==> src/verilog/fill_pkg.sv <==
// Purpose: Shared constants and types for the cache line fill master.
// Assumes: One 25 MHz clock, synchronous active-high reset, 32-bit words.
// Notes:   Configuration choices are top-level parameters, legalised there.
// How it works
// - The instruction cache is 512 bytes to 64 KBytes in powers of two, or absent.
// - Without an instruction cache there is no instruction master and one instruction TCM port at least.
// - An option picks burst or single-word fills for instruction lines.
// - A fetch to the first word of an instruction line fills it at ascending word addresses.
// - A fetch to a later word fetches that word first, ascends to the line end, then wraps to the start.
// - One to four instruction TCM ports may be present, each for exactly one memory.
// - The data cache is 512 bytes to 64 KBytes in powers of two, or absent.
// - The data line is 4, 16 or 32 bytes long.
// - Without a data cache the data master may be removed, and then a data TCM port is present.
// - Data bursts are used only for lines above 4 bytes: 4 beats for 16 bytes, 8 beats for 32 bytes.
// - A data miss burst starts at the line base and ascends through every word.
// - One to four data TCM ports may be present, each for exactly one memory.
package fill_pkg;

	// ***********************************
	// Sizes and limits
	// ***********************************
	localparam int ADDR_BITS       = 32;
	localparam int WORD_BITS       = 32;
	localparam int WORD_BYTES      = 4;
	localparam int WORD_LSB        = 2;
	localparam int IDX_MSB         = 4;
	localparam int IDX_BITS        = 3;
	localparam int CNT_BITS        = 4;
	localparam int ILINE_BYTES     = 32;
	localparam int CACHE_MIN       = 512;
	localparam int CACHE_MAX       = 65536;
	localparam int LINE_SMALL      = 4;
	localparam int LINE_MID        = 16;
	localparam int LINE_BIG        = 32;
	localparam int TCM_MAX         = 4;
	localparam int FIFO_DEPTH      = 16;
	localparam int FIFO_CNT_BITS   = 5;
	localparam int NUM_CH          = 2;
	localparam int CH_INSTR        = 0;
	localparam int CH_DATA         = 1;

	// ***********************************
	// Default configuration
	// ***********************************
	localparam int DEF_ICACHE_BYTES = 4096;
	localparam int DEF_DCACHE_BYTES = 2048;
	localparam int DEF_DLINE_BYTES  = 32;
	localparam int DEF_IBURST_EN    = 1;
	localparam int DEF_DBURST_EN    = 1;
	localparam int DEF_DMASTER_OMIT = 0;
	localparam int DEF_ITCM_PORTS   = 0;
	localparam int DEF_DTCM_PORTS   = 0;

	// ***********************************
	// Types
	// ***********************************
	typedef enum logic [1:0] {
		ST_IDLE = 2'b00,
		ST_ADDR = 2'b01,
		ST_DATA = 2'b10
	} fill_state_e;

	typedef struct packed {
		logic                 valid;
		logic [ADDR_BITS-1:0] addr;
	} miss_s;

	typedef struct packed {
		logic                 read;
		logic [ADDR_BITS-1:0] address;
		logic [CNT_BITS-1:0]  burstcount;
	} bus_req_s;

	typedef struct packed {
		logic                 waitrequest;
		logic                 readdatavalid;
		logic [WORD_BITS-1:0] readdata;
	} bus_rsp_s;

	typedef struct packed {
		logic [IDX_BITS-1:0]  word;
		logic                 last;
		logic [WORD_BITS-1:0] data;
	} fill_word_s;

	typedef struct packed {
		logic                 valid;
		logic [ADDR_BITS-1:0] base;
	} line_done_s;

	typedef struct packed {
		logic       imaster;
		logic       dmaster;
		logic       icache;
		logic       dcache;
		logic       ibursts;
		logic       dbursts;
		logic [3:0] itcm;
		logic [3:0] dtcm;
	} cfg_status_s;

endpackage
==> src/verilog/cache_line_fill_master.sv <==
// Purpose: Line fill engines for the instruction and data caches.
// Assumes: Bus slaves answer reads with readdatavalid, in request order.
// Notes:   A miss is taken only when the FIFO can hold the whole line.
`timescale 1ns/1ps
module cache_line_fill_master #(
	parameter int ICACHE_BYTES = fill_pkg::DEF_ICACHE_BYTES,
	parameter int DCACHE_BYTES = fill_pkg::DEF_DCACHE_BYTES,
	parameter int DLINE_BYTES  = fill_pkg::DEF_DLINE_BYTES,
	parameter int IBURST_EN    = fill_pkg::DEF_IBURST_EN,
	parameter int DBURST_EN    = fill_pkg::DEF_DBURST_EN,
	parameter int DMASTER_OMIT = fill_pkg::DEF_DMASTER_OMIT,
	parameter int ITCM_PORTS   = fill_pkg::DEF_ITCM_PORTS,
	parameter int DTCM_PORTS   = fill_pkg::DEF_DTCM_PORTS
) (
	input  wire logic                                    ref_clk_in,
	input  wire logic                                    sys_rst_in,
	input  wire fill_pkg::miss_s      [fill_pkg::NUM_CH-1:0] miss_in,
	output logic                      [fill_pkg::NUM_CH-1:0] miss_ready_out,
	output fill_pkg::bus_req_s        [fill_pkg::NUM_CH-1:0] bus_req_out,
	input  wire fill_pkg::bus_rsp_s   [fill_pkg::NUM_CH-1:0] bus_rsp_in,
	output logic                      [fill_pkg::NUM_CH-1:0] fill_valid_out,
	output fill_pkg::fill_word_s      [fill_pkg::NUM_CH-1:0] fill_word_out,
	input  wire logic                 [fill_pkg::NUM_CH-1:0] fill_ready_in,
	output fill_pkg::line_done_s      [fill_pkg::NUM_CH-1:0] line_done_out,
	output fill_pkg::cfg_status_s                            cfg_status_out
);
	import fill_pkg::*;

	// ***********************************
	// Configuration legalisation
	// ***********************************
	function automatic int clamp_tcm(input int n, input bit need);
		int r;
		r = n;
		if (r > TCM_MAX) begin
			r = TCM_MAX;
		end
		if (r < 1) begin
			r = need ? 1 : 0;
		end
		return r;
	endfunction

	localparam bit I_SIZE_OK = (ICACHE_BYTES >= CACHE_MIN) && (ICACHE_BYTES <= CACHE_MAX) &&
		((ICACHE_BYTES & (ICACHE_BYTES - 1)) == 0);
	localparam bit D_SIZE_OK = (DCACHE_BYTES >= CACHE_MIN) && (DCACHE_BYTES <= CACHE_MAX) &&
		((DCACHE_BYTES & (DCACHE_BYTES - 1)) == 0);
	localparam int D_LINE    = (DLINE_BYTES == LINE_SMALL || DLINE_BYTES == LINE_MID) ? DLINE_BYTES : LINE_BIG;
	localparam bit I_MASTER  = I_SIZE_OK;
	localparam bit D_MASTER  = D_SIZE_OK || (DMASTER_OMIT == 0);
	localparam int I_TCM     = clamp_tcm(ITCM_PORTS, !I_MASTER);
	localparam int D_TCM     = clamp_tcm(DTCM_PORTS, !D_MASTER);
	localparam int I_WORDS   = ILINE_BYTES / WORD_BYTES;
	localparam int D_WORDS   = D_SIZE_OK ? D_LINE / WORD_BYTES : 1;
	localparam bit I_BURST   = (IBURST_EN != 0);
	localparam bit D_BURST   = (DBURST_EN != 0) && (D_WORDS > 1);
	localparam int I_BEATS   = I_BURST ? I_WORDS : 1;
	localparam int D_BEATS   = D_BURST ? D_WORDS : 1;
	localparam logic [3:0] I_TCM_MASK = 4'((1 << I_TCM) - 1);
	localparam logic [3:0] D_TCM_MASK = 4'((1 << D_TCM) - 1);

	// ***********************************
	// Configuration status
	// ***********************************
	cfg_status_s cfg_q;

	always_ff @(posedge ref_clk_in) begin
		if (sys_rst_in) begin
			cfg_q <= '0;
		end else begin
			cfg_q.imaster <= I_MASTER;
			cfg_q.dmaster <= D_MASTER;
			cfg_q.icache  <= I_SIZE_OK;
			cfg_q.dcache  <= D_SIZE_OK;
			cfg_q.ibursts <= I_BURST;
			cfg_q.dbursts <= D_BURST;
			cfg_q.itcm    <= I_TCM_MASK;
			cfg_q.dtcm    <= D_TCM_MASK;
		end
	end

	assign cfg_status_out = cfg_q;

	// ***********************************
	// Fill engines, one per master
	// ***********************************
	genvar ch;
	generate
		for (ch = 0; ch < NUM_CH; ch++) begin : g_ch
			localparam bit         IS_I    = (ch == CH_INSTR);
			localparam int         W       = IS_I ? I_WORDS : D_WORDS;
			localparam bit         BURST   = IS_I ? I_BURST : D_BURST;
			localparam bit         PRESENT = IS_I ? I_MASTER : D_MASTER;
			localparam logic [3:0] WN      = 4'(W);
			localparam logic [3:0] BEATS   = 4'(IS_I ? I_BEATS : D_BEATS);
			localparam logic [2:0] IMASK   = 3'(W - 1);
			localparam logic [ADDR_BITS-1:0] OFS_MASK = ADDR_BITS'(W * WORD_BYTES - 1);

			fill_state_e                state_q;
			bus_req_s                   req_q;
			line_done_s                 done_q;
			logic [ADDR_BITS-1:0]       base_q;
			logic [IDX_BITS-1:0]        next_q;
			logic [IDX_BITS-1:0]        recv_q;
			logic [CNT_BITS-1:0]        cnt_q;
			logic                       ready_q;
			logic                       take;
			logic                       accepted;
			logic                       beat;
			logic                       last_beat;
			logic                       push_ready;
			logic                       space_ok;
			logic [IDX_BITS-1:0]        start_idx;
			logic [ADDR_BITS-1:0]       miss_base;
			logic [FIFO_CNT_BITS-1:0]   fifo_cnt;
			fill_word_s                 push_word;

			assign take      = miss_in[ch].valid && ready_q;
			assign accepted  = (state_q == ST_ADDR) && !bus_rsp_in[ch].waitrequest;
			assign beat      = (state_q == ST_DATA) && bus_rsp_in[ch].readdatavalid;
			assign last_beat = beat && (cnt_q == WN - 4'h1);
			assign miss_base = miss_in[ch].addr & ~OFS_MASK;
			assign space_ok  = push_ready && ((5'(FIFO_DEPTH) - fifo_cnt) >= 5'(W));

			// Instruction fills start at the critical word, data at word 0
			assign start_idx = IS_I ? (miss_in[ch].addr[IDX_MSB:WORD_LSB] & IMASK) : '0;

			assign push_word.word = recv_q;
			assign push_word.last = (cnt_q == WN - 4'h1);
			assign push_word.data = bus_rsp_in[ch].readdata;

			// Sequencer
			always_ff @(posedge ref_clk_in) begin
				if (sys_rst_in) begin
					state_q <= ST_IDLE;
				end else begin
					unique case (state_q)
						ST_IDLE: begin
							if (take) begin
								state_q <= ST_ADDR;
							end
						end
						ST_ADDR: begin
							if (!bus_rsp_in[ch].waitrequest) begin
								state_q <= ST_DATA;
							end
						end
						ST_DATA: begin
							if (last_beat) begin
								state_q <= ST_IDLE;
							end else if (beat && !BURST) begin
								state_q <= ST_ADDR;
							end
						end
						default: begin
							state_q <= ST_IDLE;
						end
					endcase
				end
			end

			// Bus request, held until the slave accepts it
			always_ff @(posedge ref_clk_in) begin
				if (sys_rst_in) begin
					req_q <= '0;
				end else if (take) begin
					req_q.read       <= 1'b1;
					req_q.address    <= miss_base | ADDR_BITS'({start_idx, 2'b00});
					req_q.burstcount <= BEATS;
				end else if (accepted) begin
					req_q.read <= 1'b0;
				end else if (beat && !last_beat && !BURST) begin
					req_q.read       <= 1'b1;
					req_q.address    <= base_q | ADDR_BITS'({next_q, 2'b00});
					req_q.burstcount <= BEATS;
				end
			end

			// Word indices wrap inside the line
			always_ff @(posedge ref_clk_in) begin
				if (sys_rst_in) begin
					base_q <= '0;
					next_q <= '0;
					recv_q <= '0;
					cnt_q  <= '0;
				end else if (take) begin
					base_q <= miss_base;
					next_q <= start_idx;
					recv_q <= start_idx;
					cnt_q  <= '0;
				end else begin
					if (accepted) begin
						next_q <= (next_q + 3'h1) & IMASK;
					end
					if (beat) begin
						recv_q <= (recv_q + 3'h1) & IMASK;
						cnt_q  <= cnt_q + 4'h1;
					end
				end
			end

			// Line complete only on its last word
			always_ff @(posedge ref_clk_in) begin
				if (sys_rst_in) begin
					done_q <= '0;
				end else begin
					done_q.valid <= last_beat;
					if (last_beat) begin
						done_q.base <= base_q;
					end
				end
			end

			// Take a miss only when the whole line fits
			always_ff @(posedge ref_clk_in) begin
				if (sys_rst_in) begin
					ready_q <= 1'b0;
				end else begin
					ready_q <= PRESENT && (state_q == ST_IDLE) && !take && space_ok;
				end
			end

			fill_fifo #(
				.WIDTH ($bits(fill_word_s)),
				.DEPTH (FIFO_DEPTH)
			) u_fifo (
				.ref_clk_in    (ref_clk_in),
				.sys_rst_in    (sys_rst_in),
				.in_valid_in   (beat),
				.in_data_in    (push_word),
				.in_ready_out  (push_ready),
				.out_valid_out (fill_valid_out[ch]),
				.out_data_out  (fill_word_out[ch]),
				.out_ready_in  (fill_ready_in[ch]),
				.count_out     (fifo_cnt)
			);

			assign bus_req_out[ch]    = req_q;
			assign miss_ready_out[ch] = ready_q;
			assign line_done_out[ch]  = done_q;
		end
	endgenerate

	localparam logic [3:0] I_BEATS_4 = 4'(I_BEATS);
	localparam logic [3:0] D_BEATS_4 = 4'(D_BEATS);
	localparam logic [ADDR_BITS-1:0] D_OFS = ADDR_BITS'(D_WORDS * WORD_BYTES - 1);

	logic [CNT_BITS-1:0] d_beats_q;

	always_ff @(posedge ref_clk_in) begin
		if (sys_rst_in || line_done_out[CH_DATA].valid) begin
			d_beats_q <= '0;
		end else if (bus_rsp_in[CH_DATA].readdatavalid && !bus_req_out[CH_DATA].read &&
			!miss_ready_out[CH_DATA]) begin
			d_beats_q <= d_beats_q + 4'h1;
		end
	end
endmodule

==> src/verilog/fill_fifo.sv <==
// Purpose: Flip-flop FIFO with valid and ready on both sides.
// Assumes: DEPTH is a power of two.
// Notes:   Occupancy count is exported so the filler can reserve room.
`timescale 1ns/1ps
module fill_fifo #(
	parameter int WIDTH = 36,
	parameter int DEPTH = 16
) (
	input  wire logic                         ref_clk_in,
	input  wire logic                         sys_rst_in,
	input  wire logic                         in_valid_in,
	input  wire logic [WIDTH-1:0]             in_data_in,
	output logic                              in_ready_out,
	output logic                              out_valid_out,
	output logic [WIDTH-1:0]                  out_data_out,
	input  wire logic                         out_ready_in,
	output logic [$clog2(DEPTH+1)-1:0]        count_out
);
	localparam int PW = $clog2(DEPTH);
	localparam int CW = $clog2(DEPTH + 1);

	logic [WIDTH-1:0] mem_q [DEPTH];
	logic [PW-1:0]    wr_q;
	logic [PW-1:0]    rd_q;
	logic [CW-1:0]    cnt_q;
	logic             push;
	logic             pop;

	assign in_ready_out  = (cnt_q != CW'(DEPTH));
	assign out_valid_out = (cnt_q != '0);
	assign out_data_out  = mem_q[rd_q];
	assign count_out     = cnt_q;
	assign push          = in_valid_in && in_ready_out;
	assign pop           = out_valid_out && out_ready_in;

	always_ff @(posedge ref_clk_in) begin
		if (push) begin
			mem_q[wr_q] <= in_data_in;
		end
	end

	always_ff @(posedge ref_clk_in) begin
		if (sys_rst_in) begin
			wr_q  <= '0;
			rd_q  <= '0;
			cnt_q <= '0;
		end else begin
			if (push) begin
				wr_q <= wr_q + 1'b1;
			end
			if (pop) begin
				rd_q <= rd_q + 1'b1;
			end
			cnt_q <= cnt_q + CW'(push) - CW'(pop);
		end
	end

endmodule

==> config.mk <==
export PLATFORM = sky130hd
export DESIGN_NAME = cache_line_fill_master
export DESIGN_NICKNAME = d
export VERILOG_FILES = /design/src/verilog/fill_pkg.sv /design/src/verilog/cache_line_fill_master.sv /design/src/verilog/fill_fifo.sv
export SDC_FILE = /design/constraint.sdc
export NUM_CORES = 1
export LEC_CHECK = 0
export BUFFER_PORTS_ARGS = -buffer_cell sky130_fd_sc_hd__clkbuf_2
export CAP_MARGIN = 20
export CORE_ASPECT_RATIO = 0.9
export CORE_UTILIZATION = 45
export DETAILED_ROUTE_END_ITERATION = 10
export PLACE_DENSITY = 0.74
export RECOVER_POWER = 25
export SETUP_SLACK_MARGIN = 0.3
export SLEW_MARGIN = 20
export SYNTH_ARGS = -nofsm -noshare
export SYNTH_HDL_FRONTEND = slang
export SYNTH_SLANG_ARGS = --single-unit
==> constraint.sdc <==
create_clock -name ref_clk_in -period 5.4 [get_ports ref_clk_in]
set_clock_uncertainty 0.2 [all_clocks]
set_input_delay 0.54 -clock ref_clk_in [delete_from_list [all_inputs] [get_ports ref_clk_in]]
set_output_delay 0.54 -clock ref_clk_in [all_outputs]
set_load 0.01 [all_outputs]
==> flow_summary.json <==
{
  "swShare_pct": 24.9,
  "clockPowerShare_pct": 36.7,
  "post_drt_wl_per_cell_um": 23.9,
  "antenna_found_initial": 3,
  "die_h_um": 318,
  "power_frac_seq_pct": 47.2,
  "setup_viol": 0,
  "die_w_um": 353,
  "status": "finished clean",
  "hold_slack_ns": 0.120,
  "grt_max_degree": 93,
  "grt_pass1_vias": 26900,
  "syn_area_per_cell_um2": 19.1,
  "io_pins": 368,
  "drv_cap": 0,
  "core_region_area_mm2": 0.110,
  "place_inst": 4323,
  "post-route-util_pct": 53.7,
  "postCtsSetupBuffers": 0,
  "worst_slew_pin_slew_ns": 1.02,
  "internal_power_w": 0.0184,
  "hold_class": "input port to flip-flop",
  "syn_to_final_growth_pct": 17.9,
  "final_cells": 4691,
  "startpoint_type": "flip-flop",
  "hold_viol": 0,
  "cts_max_level": 4,
  "dieArea_mm2": 0.112,
  "leakage_nw": 19.2,
  "p_switching_w": 0.00610,
  "worst_ep_arrival_time_ns": 3.22,
  "post-route-drc-count": 0,
  "clockBufferDepth": 3,
  "vias_per_cell": 5.58,
  "rsz0062_at_grt": "false",
  "synth_seq_cells": 1324,
  "path_clk_slew_ns": 0.06,
  "gp_congestion": 0.790,
  "synth_cell_types": 35,
  "grt_overflow": 0,
  "tns_ns": 0,
  "layout-drive-gt1-share_pct": 27.1,
  "cp_top_family": "flip-flops",
  "vias": 26200,
  "p_comb_share_pct": 16.1,
  "clock_sinks": 1324,
  "slowest_delay_ns": 0.88,
  "cp_slowest_cell": "dfxtp_4",
  "yosys_most_used_dff": "edfxtp_1",
  "cp-end-kind": "primary output",
  "ys_seq_area_share_pct": 76.0,
  "cts_inserted_buffers": 131,
  "final_antenna_net_count": 0,
  "nNetsFinal": 3290,
  "rows": 115,
  "yosysTopAreaCellShare_pct": 69.2,
  "netlist_top_cells_count": "edfxtp_1, nand2_1, mux4_2, dfxtp_1, a22oi_1",
  "cellPowerDensity_mw_per_mm2": 416,
  "track_usage_pct": 19.9,
  "start_util_pct": 45.6,
  "cts-root-buf": "clkbuf_16",
  "min_period_ns": 3.96,
  "yosys-top-cells-area": "edfxtp_1, mux4_2, dfxtp_1",
  "grt_pass1_wl_mm": 167,
  "crit_type": "flip-flop to primary output",
  "clk-insertion-delay-late_ns": 0.75,
  "synthesis.area_mm2": 0.0500,
  "maxSlewHeadroom_pct": 31.5,
  "ir_worst_vdd_v": 0.000342,
  "yosys.area.top_type": "edfxtp_1",
  "ys_warn_count": 0,
  "cp_cell_sequence": "buf_12 -> mux4_2 -> a22oi_1 -> nand2_1 -> clkbuf_2",
  "slew_viol_final": 0,
  "critPathMaxFanout": 49,
  "yosysMostFrequentCell": "edfxtp_1",
  "io_buffers": 329,
  "cp_data_required_time_ns": 4.66,
  "async_flop_share_pct": 0,
  "post-route-period-util_pct": 73.4,
  "dp_hpwl_mm": 61.0,
  "drtPass1Iterations": 6,
  "synthCells": 2618,
  "wl_mm": 112,
  "crit_buf_inv": 2,
  "fmax_mhz": 252,
  "first_iter_violations": 2749,
  "cts_tree": "yes",
  "synth_edf_count": 1152
}
[cell type report]
class	instances	area, µm²
inverter	17	63.8
tap	1462	1830
clock buffer	169	3500
antenna	3	7.51
multi-input combinational	1119	11300
timing repair buffer	527	3510
fill	8220	50800
sequential	1324	38100
clock inverter	70	748
[power by group through the flow]
stage / Sequential, W / Combinational (W) / Clock [W]
after floorplan: 0.0116 / 0.00309 / 0
after global placement: 0.0118 / 0.00384 / 0
after detailed placement: 0.0118 / 0.00389 / 0
after CTS: 0.0116 / 0.00401 / 0.00915
after global routing: 0.0116 / 0.00427 / 0.00955
final: 0.0116 / 0.00396 / 0.00901
[path summary, 6_finish.rpt]
path | from | endpoint | slack, ns | cells after the start
hold reg to reg | line_done_out[31] | line_done_out[31] | 0.25 | 2
hold / removal | miss_in[65] | g_ch[1].recv_q[0] | 0.12 | 4
setup / recovery | flip-flop | fill_word_out[21] | 1.44 | 5
setup reg to reg | g_ch[0].u_fifo.count_out[3] | g_ch[0].u_fifo.mem_q[6][10] | 1.94 | 9
[repair_timing]
| action | 4_1_cts | 5_1_grt |
|---|---|---|
| hold buffers | 125 | 0 |
| hold endpoints to repair | 1076 | 0 |
| gates resized for setup | 0 | 0 |
[worst register-to-register path, cell delays in order, from the launching register on]
cell and delay (ns):
dfxtp_1 0.35, inv_1 0.09, ha_1 0.17, nor3b_1 0.15, ha_1 0.19, nor4bb_1 0.25
buf_4 0.23, nand2_1 0.25, nor2_4 0.73, buf_4 0.47
[registers in the layout, indices dropped and copies added (netlist names), named ones only]
register	flops
g_ch.u_fifo.mem_q	1152
line_done_out	56
g_ch.base_q	54
g_ch.u_fifo.count_out	10
g_ch.cnt_q	8
g_ch.u_fifo.rd_q	8
g_ch.u_fifo.wr_q	8
bus_req_out	7
g_ch.recv_q	6
g_ch.state_q	4
g_ch.ready_q	2
cfg_status_out	1
[through the flow]
step / cell area (µm²) / setup slack, ns / power, W
2_1_floorplan: 50100 / 0.784 / 0.0147
3_3_place_gp: 53500 / 1.89 / 0.0156
3_5_place_dp: 53500 / 1.91 / 0.0157
4_1_cts: 59000 / 1.28 / 0.0247
5_1_grt: 59000 / 1.16 / 0.0254
6_report: 59000 / 1.44 / 0.0245
[cells by family after synthesis]
| family | after synthesis | synth area share [%] |
|---|---|---|
| fa+ha+maj | 32 | 0.831 |
| flops | 1324 | 76.0 |
| other cells | 1 | 0.00750 |
| simple gates | 455 | 3.77 |
| xor+xnor | 30 | 0.525 |
| buf+inv | 205 | 2.19 |
| compound gates | 275 | 3.50 |
| mux | 296 | 13.1 |
[cell usage in the layout (no fill, tap or decap), types with 4 or more instances in the layout]
cell,netlist,layout
edfxtp_1,1152,1152
nand2_1,316,315
mux4_2,288,288
clkbuf_2,0,284
dfxtp_1,172,168
a22oi_1,144,144
clkbuf_16,0,134
dlygate4sd3_1,0,125
a21oi_1,124,124
clkbuf_1,75,77
buf_4,44,65
nor2_1,71,45
conb_1,1,31
ha_1,30,30
nor2_4,0,26
clkinv_1,0,25
xor2_1,20,20
inv_1,17,17
clkinv_2,0,15
nor2b_1,16,12
xnor2_1,10,10
bufinv_16,0,10
buf_12,0,9
mux2i_1,8,8
nor3_1,16,8
nor3_2,0,7
nand2b_1,6,6
nand4_1,6,6
nor3b_1,4,4
nor2b_4,0,4
and3b_1,4,4
o21bai_1,4,4
dfxtp_4,0,4
inv_16,0,4
clkinvlp_4,0,4
[per-layer routing]
layer,track usage [%],wire length [µm],up-vias
met3,4.14,8700,197
met2,32.6,55900,1094
met5,0,0,-
met4,6.96,2790,0
met1,26.6,44700,13500
li1,-,-,11300
(Power assumes the default switching activity.)
